--- config.mk ---
export PLATFORM = sky130hd
export DESIGN_NAME = lane_delay_align_crossbar
export DESIGN_NICKNAME = d
export VERILOG_FILES = /design/src/rtl/lane_align_pkg.sv /design/src/rtl/fifo_link_if.sv /design/src/rtl/lane_delay_align_crossbar.sv /design/src/rtl/lane_fifo.sv
export SDC_FILE = /design/constraint.sdc
export NUM_CORES = 2
export LEC_CHECK = 0
export BUFFER_PORTS_ARGS = -buffer_cell sky130_fd_sc_hd__buf_4
export CAP_MARGIN = 20
export CORE_ASPECT_RATIO = 1.75
export CORE_MARGIN = 1.5
export CORE_UTILIZATION = 50
export DETAILED_ROUTE_END_ITERATION = 16
export HOLD_SLACK_MARGIN = 0.05
export PLACE_DENSITY = 0.66
export SYNTH_ARGS = -nofsm -noshare
export SYNTH_HDL_FRONTEND = slang
export SYNTH_SLANG_ARGS = --single-unit
--- constraint.sdc ---
create_clock -name clk_in -period 10.8 [get_ports clk_in]
set_input_delay 0.54 -clock clk_in [delete_from_list [all_inputs] [get_ports clk_in]]
set_output_delay 0.54 -clock clk_in [all_outputs]
set_load 0.1 [all_outputs]
--- src/rtl/lane_align_pkg.sv ---
/*
 * Constants shared by the lane alignment block and its output FIFO:
 * register offsets, field positions, reset values and widths.
 * Assumes a 12-bit register address and 8-bit register data.
 */
package lane_align_pkg;
  localparam int          LANES         = 4;
  localparam int          LANE_W        = 32;
  localparam int          DATA_W        = LANES * LANE_W;
  localparam int          FIFO_DEPTH    = 16;
  localparam int          SEL_W         = 3;
  localparam int          CNT_W         = 8;
  localparam logic [11:0] ADDR_SYNC     = 12'h03A;
  localparam logic [11:0] ADDR_LINK_EN  = 12'h300;
  localparam logic [11:0] ADDR_SUBCLASS = 12'h301;
  localparam logic [11:0] ADDR_LATENCY  = 12'h302;
  localparam logic [11:0] ADDR_XBAR_LO  = 12'h308;
  localparam logic [11:0] ADDR_XBAR_HI  = 12'h309;
  localparam int          SYNC_ONESHOT_BIT = 0;
  localparam int          SYNC_ARM_BIT     = 6;
  localparam int          SYNC_ENABLE_BIT  = 7;
  localparam int          LINK_EN_BIT      = 0;
  localparam int          SUBCLASS_BIT     = 0;
  localparam int          SRC_LO_POS       = 0;
  localparam int          SRC_HI_POS       = 3;
  localparam logic [7:0]  SYNC_RESET     = 8'h00;
  localparam logic [7:0]  LINK_EN_RESET  = 8'h00;
  localparam logic [7:0]  SUBCLASS_RESET = 8'h00;
  localparam logic [7:0]  XBAR_LO_RESET  = 8'h08;
  localparam logic [7:0]  XBAR_HI_RESET  = 8'h1A;
  localparam logic [5:0]  XBAR_MASK      = 6'h3F;
  localparam logic [4:0]  MAX_WINDOW     = 5'h0A;
  localparam logic [7:0]  OCTETS_PER_PCLK = 8'h04;
  localparam int          PCLK_PERIOD_NS = 10;
endpackage

--- src/rtl/fifo_link_if.sv ---
/*
 * Valid/ready carrier between the alignment logic and its FIFO.
 * Assumes both ends run on the same clock.
 */
`timescale 1ns/100ps
interface fifo_link_if;
  logic [lane_align_pkg::DATA_W-1:0] push_data;
  logic                              push_valid;
  logic                              push_ready;
  logic [lane_align_pkg::DATA_W-1:0] pop_data;
  logic                              pop_valid;
  logic                              pop_ready;
  modport producer (output push_data, output push_valid, input push_ready,
                    input pop_data, input pop_valid, output pop_ready);
  modport fifo (input push_data, input push_valid, output push_ready,
                output pop_data, output pop_valid, input pop_ready);
endinterface

--- src/rtl/lane_delay_align_crossbar.sv ---
/*
 * Multiframe alignment, latency measurement and lane crossbar for a
 * four-lane serial receiver, with a 16-word FIFO on the aligned data.
 * Assumes lane data and boundary marks arrive on the processing clock;
 * the sync reference pin is asynchronous and is synchronised here.
 */
// Functional notes
// - Measure local-to-last-boundary latency, readable at 0x302
// - Latency wraps below clocks per multiframe
// - Window above ten clocks cannot be absorbed
// - Release delay modulo multiframe, units by subclass
// - Four 3-bit lane source fields, two registers
// - Logical lane takes selected physical lane; identity reset
// - Latency counted in processing clocks, eight bits
// - Frames per processing clock equal four over F
// - Clocks per multiframe equal K over that
`timescale 1ns/100ps
module lane_delay_align_crossbar
(
  input  wire logic                              clk_in,
  input  wire logic                              rst_b_in,
  input  wire logic                              reg_wr_en_in,
  input  wire logic [11:0]                       reg_addr_in,
  input  wire logic [7:0]                        reg_wr_data_in,
  output logic      [7:0]                        reg_rd_data_out,
  input  wire logic [5:0]                        frames_per_multiframe_in,
  input  wire logic [2:0]                        octets_per_frame_in,
  input  wire logic [7:0]                        multiframe_release_delay_in,
  input  wire logic [4:0]                        variable_delay_window_in,
  input  wire logic                              sysref_in,
  input  wire logic [lane_align_pkg::DATA_W-1:0] serial_lane_data_in,
  input  wire logic [lane_align_pkg::LANES-1:0]  lane_boundary_in,
  output logic                                   lane_ready_out,
  output logic                                   local_receive_multiframe_clock_out,
  output logic                                   aligned_out,
  output logic                                   window_too_large_out,
  output logic      [lane_align_pkg::DATA_W-1:0] aligned_data_out,
  output logic                                   aligned_valid_out,
  input  wire logic                              aligned_ready_in
);
  typedef enum {IDLE, ARMED, MEASURE, HOLD, RUN} sync_state_t;

  localparam int CW = lane_align_pkg::CNT_W;

  // ****************************************
  // Helpers
  // ****************************************
  function automatic logic [CW-1:0] clocks_per_mf(input logic [5:0] k, input logic [2:0] f);
    logic [CW-1:0] fpp;
    fpp = lane_align_pkg::OCTETS_PER_PCLK / CW'(f);
    clocks_per_mf = CW'(k) / fpp;
  endfunction

  function automatic logic [lane_align_pkg::LANE_W-1:0] lane_pick(
    input logic [lane_align_pkg::DATA_W-1:0] d, input logic [2:0] sel);
    lane_pick = (sel < 3'(lane_align_pkg::LANES)) ?
                d[sel[1:0]*lane_align_pkg::LANE_W +: lane_align_pkg::LANE_W] : '0;
  endfunction

  // ****************************************
  // Registers and state
  // ****************************************
  logic [7:0]    sync_q, sync_d, link_q, link_d, sub_q, sub_d;
  logic [7:0]    lat_q, lat_d, xlo_q, xlo_d, xhi_q, xhi_d, rd_q, rd_d;
  logic [CW-1:0] cnt_q, cnt_d;
  logic [3:0]    seen_q, seen_d;
  sync_state_t   st_q, st_d;
  logic          sr_meta_q, sr_sync_q, sr_prev_q;
  logic [CW-1:0] pcpm, rel_phase, fpp;
  logic          sync_event, all_seen;
  logic [3:0]    lb_mapped;
  logic [2:0]    src [lane_align_pkg::LANES];
  logic [lane_align_pkg::DATA_W-1:0] xbar_data;

  fifo_link_if fl ();

  always_ff @(posedge clk_in or negedge rst_b_in)
  begin
    if (!rst_b_in)
    begin
      sr_meta_q <= 1'b0;
      sr_sync_q <= 1'b0;
      sr_prev_q <= 1'b0;
    end
    else
    begin
      sr_meta_q <= sysref_in;
      sr_sync_q <= sr_meta_q;
      sr_prev_q <= sr_sync_q;
    end
  end

  // ****************************************
  // Crossbar and multiframe arithmetic
  // ****************************************
  always_comb
  begin
    src[0] = xlo_q[lane_align_pkg::SRC_LO_POS +: lane_align_pkg::SEL_W];
    src[1] = xlo_q[lane_align_pkg::SRC_HI_POS +: lane_align_pkg::SEL_W];
    src[2] = xhi_q[lane_align_pkg::SRC_LO_POS +: lane_align_pkg::SEL_W];
    src[3] = xhi_q[lane_align_pkg::SRC_HI_POS +: lane_align_pkg::SEL_W];
    for (int i = 0; i < lane_align_pkg::LANES; i++)
    begin
      xbar_data[i*lane_align_pkg::LANE_W +: lane_align_pkg::LANE_W] =
        lane_pick(serial_lane_data_in, src[i]);
      lb_mapped[i] = (src[i] < 3'(lane_align_pkg::LANES)) ? lane_boundary_in[src[i][1:0]] : 1'b0;
    end
    fpp  = lane_align_pkg::OCTETS_PER_PCLK / CW'(octets_per_frame_in);
    pcpm = clocks_per_mf(frames_per_multiframe_in, octets_per_frame_in);
    // Subclass 1 delay is in frames modulo K, subclass 0 in clocks modulo the multiframe
    if (sub_q[lane_align_pkg::SUBCLASS_BIT])
    begin
      rel_phase = (multiframe_release_delay_in % CW'(frames_per_multiframe_in)) / fpp;
    end
    else
    begin
      rel_phase = multiframe_release_delay_in % pcpm;
    end
  end

  // ****************************************
  // Register file and sync machine
  // ****************************************
  always_comb
  begin
    sync_d = sync_q;
    link_d = link_q;
    sub_d  = sub_q;
    xlo_d  = xlo_q;
    xhi_d  = xhi_q;
    lat_d  = lat_q;
    st_d   = st_q;
    seen_d = seen_q;
    sync_event = (st_q == ARMED) &&
                 (!sub_q[lane_align_pkg::SUBCLASS_BIT] || (sr_sync_q && !sr_prev_q));
    all_seen = &(seen_q | lb_mapped);
    // Counter ticks in processing clocks and wraps at one multiframe
    cnt_d = (sync_event || cnt_q >= pcpm - 1'b1) ? '0 : cnt_q + 1'b1;
    unique case (st_q)
      IDLE:
      begin
        if (sync_q[lane_align_pkg::SYNC_ENABLE_BIT] && sync_q[lane_align_pkg::SYNC_ARM_BIT] &&
            sync_q[lane_align_pkg::SYNC_ONESHOT_BIT])
        begin
          st_d = ARMED;
        end
      end
      ARMED:
      begin
        if (sync_event)
        begin
          st_d   = MEASURE;
          seen_d = '0;
          sync_d[lane_align_pkg::SYNC_ARM_BIT] = 1'b0;
        end
      end
      MEASURE:
      begin
        if (link_q[lane_align_pkg::LINK_EN_BIT])
        begin
          seen_d = seen_q | lb_mapped;
          if (all_seen)
          begin
            lat_d = 8'(cnt_q);
            st_d  = HOLD;
          end
        end
      end
      HOLD:
      begin
        if (cnt_q == rel_phase)
        begin
          st_d = RUN;
        end
      end
      RUN:
      begin
        if (!link_q[lane_align_pkg::LINK_EN_BIT])
        begin
          st_d = IDLE;
        end
      end
    endcase
    if (reg_wr_en_in)
    begin
      unique case (reg_addr_in)
        lane_align_pkg::ADDR_SYNC:     sync_d = reg_wr_data_in;
        lane_align_pkg::ADDR_LINK_EN:  link_d = reg_wr_data_in;
        lane_align_pkg::ADDR_SUBCLASS: sub_d  = reg_wr_data_in;
        lane_align_pkg::ADDR_XBAR_LO:  xlo_d  = {2'h0, reg_wr_data_in[5:0] & lane_align_pkg::XBAR_MASK};
        lane_align_pkg::ADDR_XBAR_HI:  xhi_d  = {2'h0, reg_wr_data_in[5:0] & lane_align_pkg::XBAR_MASK};
        default:                       sync_d = sync_d;
      endcase
    end
    unique case (reg_addr_in)
      lane_align_pkg::ADDR_SYNC:     rd_d = sync_q;
      lane_align_pkg::ADDR_LINK_EN:  rd_d = link_q;
      lane_align_pkg::ADDR_SUBCLASS: rd_d = sub_q;
      lane_align_pkg::ADDR_LATENCY:  rd_d = lat_q;
      lane_align_pkg::ADDR_XBAR_LO:  rd_d = xlo_q;
      lane_align_pkg::ADDR_XBAR_HI:  rd_d = xhi_q;
      default:                       rd_d = 8'h00;
    endcase
  end

  always_ff @(posedge clk_in or negedge rst_b_in)
  begin
    if (!rst_b_in)
    begin
      sync_q <= lane_align_pkg::SYNC_RESET;
      link_q <= lane_align_pkg::LINK_EN_RESET;
      sub_q  <= lane_align_pkg::SUBCLASS_RESET;
      xlo_q  <= lane_align_pkg::XBAR_LO_RESET;
      xhi_q  <= lane_align_pkg::XBAR_HI_RESET;
      lat_q  <= 8'h00;
      rd_q   <= 8'h00;
      cnt_q  <= '0;
      seen_q <= '0;
      st_q   <= IDLE;
    end
    else
    begin
      sync_q <= sync_d;
      link_q <= link_d;
      sub_q  <= sub_d;
      xlo_q  <= xlo_d;
      xhi_q  <= xhi_d;
      lat_q  <= lat_d;
      rd_q   <= rd_d;
      cnt_q  <= cnt_d;
      seen_q <= seen_d;
      st_q   <= st_d;
    end
  end

  // ****************************************
  // Output FIFO and outputs
  // ****************************************
  assign fl.push_data   = xbar_data;
  assign fl.push_valid  = (st_q == RUN);
  assign fl.pop_ready   = aligned_ready_in;

  lane_fifo #(.WIDTH(lane_align_pkg::DATA_W), .DEPTH(lane_align_pkg::FIFO_DEPTH)) u_fifo
  (
    .clk_in   (clk_in),
    .rst_b_in (rst_b_in),
    .link     (fl)
  );

  assign lane_ready_out       = fl.push_ready && (st_q == RUN);
  assign aligned_data_out     = fl.pop_data;
  assign aligned_valid_out    = fl.pop_valid;
  assign reg_rd_data_out      = rd_q;
  assign aligned_out          = (st_q == HOLD) || (st_q == RUN);
  assign local_receive_multiframe_clock_out = (cnt_q == '0);
  assign window_too_large_out = variable_delay_window_in > lane_align_pkg::MAX_WINDOW;

  // ****************************************
  // Checks
  // ****************************************
  property p_lat_wrap;
    @(posedge clk_in) disable iff (!rst_b_in) (st_q == MEASURE) && (st_d == HOLD) |=> lat_q < 8'(pcpm);
  endproperty
  a_lat_wrap: assert property (p_lat_wrap) else $error("latency beyond multiframe");

  property p_lat_capture;
    @(posedge clk_in) disable iff (!rst_b_in) (st_q == MEASURE) && (st_d == HOLD) |=> lat_q == 8'($past(cnt_q));
  endproperty
  a_lat_capture: assert property (p_lat_capture) else $error("latency not captured");

  property p_lat_hold;
    @(posedge clk_in) disable iff (!rst_b_in) (st_q != MEASURE) |=> $stable(lat_q);
  endproperty
  a_lat_hold: assert property (p_lat_hold) else $error("latency changed outside alignment");

  property p_cnt_wrap;
    @(posedge clk_in) disable iff (!rst_b_in) (cnt_q >= pcpm - 1'b1) |=> cnt_q == '0;
  endproperty
  a_cnt_wrap: assert property (p_cnt_wrap) else $error("multiframe count did not wrap");

  property p_sync_rearm;
    @(posedge clk_in) disable iff (!rst_b_in) sync_event && !reg_wr_en_in |=> !sync_q[lane_align_pkg::SYNC_ARM_BIT];
  endproperty
  a_sync_rearm: assert property (p_sync_rearm) else $error("arm bit not cleared");

  property p_sysref_gate;
    @(posedge clk_in) disable iff (!rst_b_in)
      (st_q == ARMED) && sub_q[lane_align_pkg::SUBCLASS_BIT] && !(sr_sync_q && !sr_prev_q) |=> st_q == ARMED;
  endproperty
  a_sysref_gate: assert property (p_sysref_gate) else $error("sync without reference edge");

  property p_window;
    @(posedge clk_in) disable iff (!rst_b_in)
      window_too_large_out == (variable_delay_window_in > lane_align_pkg::MAX_WINDOW);
  endproperty
  a_window: assert property (p_window) else $error("window flag wrong");

  property p_release;
    @(posedge clk_in) disable iff (!rst_b_in) (st_q == HOLD) && (cnt_q == rel_phase) |=> st_q == RUN;
  endproperty
  a_release: assert property (p_release) else $error("release missed");

  property p_xbar0;
    @(posedge clk_in) disable iff (!rst_b_in)
      src[0] < 3'h4 |-> xbar_data[31:0] == serial_lane_data_in[src[0][1:0]*32 +: 32];
  endproperty
  a_xbar0: assert property (p_xbar0) else $error("lane 0 mapped wrong");

  c_aligned: cover property (@(posedge clk_in) disable iff (!rst_b_in) st_q == MEASURE ##[1:100] st_q == HOLD);
  c_run: cover property (@(posedge clk_in) disable iff (!rst_b_in) st_q == HOLD ##1 st_q == RUN);
  c_stall: cover property (@(posedge clk_in) disable iff (!rst_b_in) aligned_valid_out && !aligned_ready_in);
endmodule

--- src/rtl/lane_fifo.sv ---
/*
 * Synchronous FIFO with a registered output stage.
 * Assumes one clock; read data always come out of a register.
 */
`timescale 1ns/100ps
module lane_fifo
#(
  parameter int WIDTH = 128,
  parameter int DEPTH = 16
)
(
  input  wire logic clk_in,
  input  wire logic rst_b_in,
  fifo_link_if.fifo link
);
  localparam int AW = $clog2(DEPTH);

  logic [WIDTH-1:0] mem_q [DEPTH];
  logic [AW-1:0]    wr_q, wr_d, rd_q, rd_d;
  logic [AW:0]      cnt_q, cnt_d;
  logic [WIDTH-1:0] out_q, out_d;
  logic             ov_q, ov_d;
  logic             push, pop;

  // ****************************************
  // Next state
  // ****************************************
  always_comb
  begin
    push = link.push_valid && (cnt_q != (AW+1)'(DEPTH));
    pop  = (cnt_q != '0) && (!ov_q || link.pop_ready);
    wr_d = push ? wr_q + 1'b1 : wr_q;
    rd_d = pop ? rd_q + 1'b1 : rd_q;
    cnt_d = cnt_q + (AW+1)'(push) - (AW+1)'(pop);
    out_d = pop ? mem_q[rd_q] : out_q;
    ov_d = pop ? 1'b1 : (link.pop_ready ? 1'b0 : ov_q);
  end

  always_ff @(posedge clk_in or negedge rst_b_in)
  begin
    if (!rst_b_in)
    begin
      wr_q  <= '0;
      rd_q  <= '0;
      cnt_q <= '0;
      out_q <= '0;
      ov_q  <= 1'b0;
    end
    else
    begin
      wr_q  <= wr_d;
      rd_q  <= rd_d;
      cnt_q <= cnt_d;
      out_q <= out_d;
      ov_q  <= ov_d;
    end
  end

  always_ff @(posedge clk_in)
  begin
    if (push)
    begin
      mem_q[wr_q] <= link.push_data;
    end
  end

  assign link.push_ready = (cnt_q != (AW+1)'(DEPTH));
  assign link.pop_data   = out_q;
  assign link.pop_valid  = ov_q;

  // ****************************************
  // Checks
  // ****************************************
  property p_fifo_count_bound;
    @(posedge clk_in) disable iff (!rst_b_in) cnt_q <= (AW+1)'(DEPTH);
  endproperty
  a_fifo_count_bound: assert property (p_fifo_count_bound) else $error("fifo count beyond depth");

  property p_fifo_hold;
    @(posedge clk_in) disable iff (!rst_b_in)
      link.pop_valid && !link.pop_ready |=> link.pop_valid && $stable(link.pop_data);
  endproperty
  a_fifo_hold: assert property (p_fifo_hold) else $error("fifo output changed while stalled");

  c_fifo_full: cover property (@(posedge clk_in) disable iff (!rst_b_in) !link.push_ready);
endmodule

==> metrics <==
Synth Instances 5295; Worst Path Required 11.50 ns; first-pass GRT wire length 395000 um; Max-Cap Viols 0; H-tree lvl count 4; CTS tree done; Distinct cells, synth 102; FF+latch count, synth 2260; shortest period the worst path allows 26.50 ns; clock slew at reported path FFs 0.07 ns; worst flop-to-flop path endpoint st_q[1]; Slew HR 24.8%; slowest cell on the critical path or4_4; Critical R2R Launch xhi_q[4]; row count 214; global route total overflow 0; Clock Tree Buf Depth 4; Starting Density 50.2%; DPL Wire Length 168000 um; buffers plus inverters on the worst setup path 21; Post-synth ARST share 9.38%; Die W 336 um; I/O pin cnt 320; Top Family by Delay on Critical Path compound AO/OA/AOI/OAI gates; Cell Area, Synth 97200 um2; core area 194000 um2; CTS sink cnt 2260; Crit path depth 155; slowest stage delay, CP 0.49 ns; final hold vios 0; post-synthesis sequential area ratio 68.7%; Hold Path Class in2reg; placed cell area 106000 um2; most frequent CP cell o21a_1; Area Growth Syn to Fin 17.6%; EDFF count, synth 2048; worst reg2reg path depth 17; CTS root buf clkbuf_16; CP max FO 5; Num CTS Buffers 198; f_max 0.0377 GHz; Crit Path Class in2reg; GP Congestion 0.894; final instance area 114000 um2; violated checks setup timing; initial antenna violation count 71; Setup crit end st_q[1]; layout cell share with drive strength beyond 1 34.7%; Die ar. 197000 um2; Vias 55300; Worst Skew 0.0617 ns; ANT nets after route 0; Worst-Skew Late Latency 0.87 ns; Synth Warn # 0; Tot GR Track Use 28.1%; wirelength, routed 276000 um; startpoint types input pin; pin count of the biggest net entering global routing 141; top_reg_cell synth edfxtp_1; Worst setup EP type flip-flop; DRT Pass-1 Iters 5; crit path launch octets_per_frame_in[1]; worst slew pin tran 1.13 ns; Via density 6.17; R2R setup slack 6.21 ns; DRC 0; RSZ-0062 raised after global routing yes; max-slew violations 0; outcome finished with violations; mean routed wirelength per cell 30.8 um; Mean Syn Cell Area 18.4 um2; Final Cycle Share 245%; initial drt markers 5495; Worst Slack Setup Final -15.70 ns; Worst Path Arrival 27.20 ns; # port buffers 319; Finish-stage setup viols 11; nets@finish 6533; vias in the first global route 57400; floorplan die height 586 um
## layer usage
metal	GRT usage [%]	routed length (um)
met1	35.4	100000
met2	47.5	139000
met3	6.11	23800
met4	11.6	12100
met5	0	562
## flip-flops by register name, summed over array words and instances (netlist names)
name and count:
st_q 3, u_fifo.link.pop_valid 1, u_fifo.cnt_q 5, sr_sync_q 1, lat_q 8, u_fifo.rd_q 4, u_fifo.mem_q 2048, u_fifo.wr_q 4
u_fifo.link.pop_data 128, sync_q 8, xhi_q 6, sub_q 8, sr_prev_q 1, sr_meta_q 1, xlo_q 6, link_q 8
seen_q 4, reg_rd_data_out 8, cnt_q 8
## layout by cell type (no fill, tap or decap), drive strengths merged, types with 9 or more instances in the layout
master / instances
nand3: 20
clkinvlp: 10
clkinv: 73
or2: 13
buf: 942
a22oi: 10
dfrtp: 208
bufinv: 19
a21o: 43
and3: 14
and2: 120
a31oi: 16
clkbuf: 245
a21oi: 81
nand2: 498
nor2: 102
nor2b: 56
o211ai: 9
diode: 36
xor2: 31
nor3: 61
mux2: 64
ha: 173
mux4: 682
o21ai: 140
or3: 16
xnor2: 55
nand2b: 24
a211oi: 11
mux2i: 140
o21a: 53
edfxtp: 2048
o221ai: 98
inv: 99
dlygate4sd3: 12
nand4: 12
o31ai: 21
## repair_timing
action | CTS | global route
pin swaps | 107 | 65
resized for setup | 56 | 46
endpoints found under the hold margin | 103 | 0
hold buffers | 12 | 0
endpoints found under the setup margin | 11 | 11
setup buffers | 62 | 25
## stage by stage
step / instances / hold slack [ns] / setup slack, ns / util [%] / setup TNS [ns]
after floorplan: 5296 / 0.244 / -17.49 / - / -111.61
after global placement: 8470 / 0.335 / -16.79 / 55.0 / -105.88
after detailed placement: 8471 / 0.339 / -17.40 / 55.0 / -111.02
after CTS: 8901 / 0.0549 / -15.16 / 58.7 / -90.13
after global routing: 8946 / 0.117 / -17.02 / 59.0 / -105.54
final: 8962 / 0.0971 / -15.70 / 59.0 / -95.10
## cells in the mapped netlist, drive strengths merged, types with 20 or more instances
| library cell | instances | area (um2) |
|---|---|---|
| a21o | 43 | 323 |
| a21oi | 81 | 428 |
| and2 | 120 | 751 |
| buf | 84 | 344 |
| clkbuf | 188 | 706 |
| dfrtp | 208 | 5200 |
| edfxtp | 2048 | 61500 |
| ha | 173 | 2160 |
| inv | 88 | 330 |
| mux2 | 64 | 739 |
| mux2i | 140 | 1410 |
| mux4 | 682 | 15400 |
| nand2 | 498 | 1870 |
| nand2b | 24 | 150 |
| nand3 | 20 | 100 |
| nor2 | 102 | 385 |
| nor2b | 56 | 350 |
| nor3 | 61 | 320 |
| o21a | 53 | 399 |
| o21ai | 140 | 746 |
| o221ai | 98 | 858 |
| o31ai | 21 | 158 |
| xnor2 | 55 | 489 |
| xor2 | 31 | 272 |
## worst min path at each step
stage / from / to / depth (start not counted)
detailed placement: sr_meta_q / sr_sync_q / 0
floorplan: rst_b_in / cnt_q[0] / 0
global route: reg_addr_in[0] / reg_rd_data_out[6] / 3
finish: reg_addr_in[0] / reg_rd_data_out[6] / 3
CTS: reg_addr_in[0] / reg_rd_data_out[6] / 3
global placement: sr_meta_q / sr_sync_q / 0
## cell families after synthesis
logic type                 count (synthesis)  synth area share, %
DFF                                     2260                 68.7
and+or+nand+nor                          970                 4.72
muxes                                    886                 18.0
AOI/OAI and AO/OA                        547                 3.97
buffers and inverters                    362                 1.43
adders and majority gates                183                 2.36
xor gates and xnor gates                  86                0.783
other                                      1              0.00386
## final cells by class
type | count | area (um2)
fill | 14200 | 79300
sequential | 2260 | 66800
multi-input combinational | 2674 | 30000
timing repair buffer | 954 | 7370
clock buffer | 245 | 5300
tap | 2592 | 3240
clock inverter | 111 | 1120
inverter | 90 | 367
antenna | 36 | 90.1
## worst register-to-register path, cell delays in order (launching register included)
cell and delay [ns]:
dfstp_2 0.52, buf_4 0.56, mux4_2 0.39, nor2b_1 0.18, nor2_1 0.06, nor4_1 0.34, a21oi_1 0.15, a21oi_1 0.13
or3_1 0.19, o31ai_1 0.14, a21oi_1 0.19, o21ai_1 0.09, a311o_1 0.38, a2111oi_4 0.30, o41ai_2 0.13, a2111oi_2 0.40
buf_4 0.20, a311oi_1 0.08
Power is not shown: default switching activity piles up to over one toggle a cycle in this logic, so the estimate is an artifact.
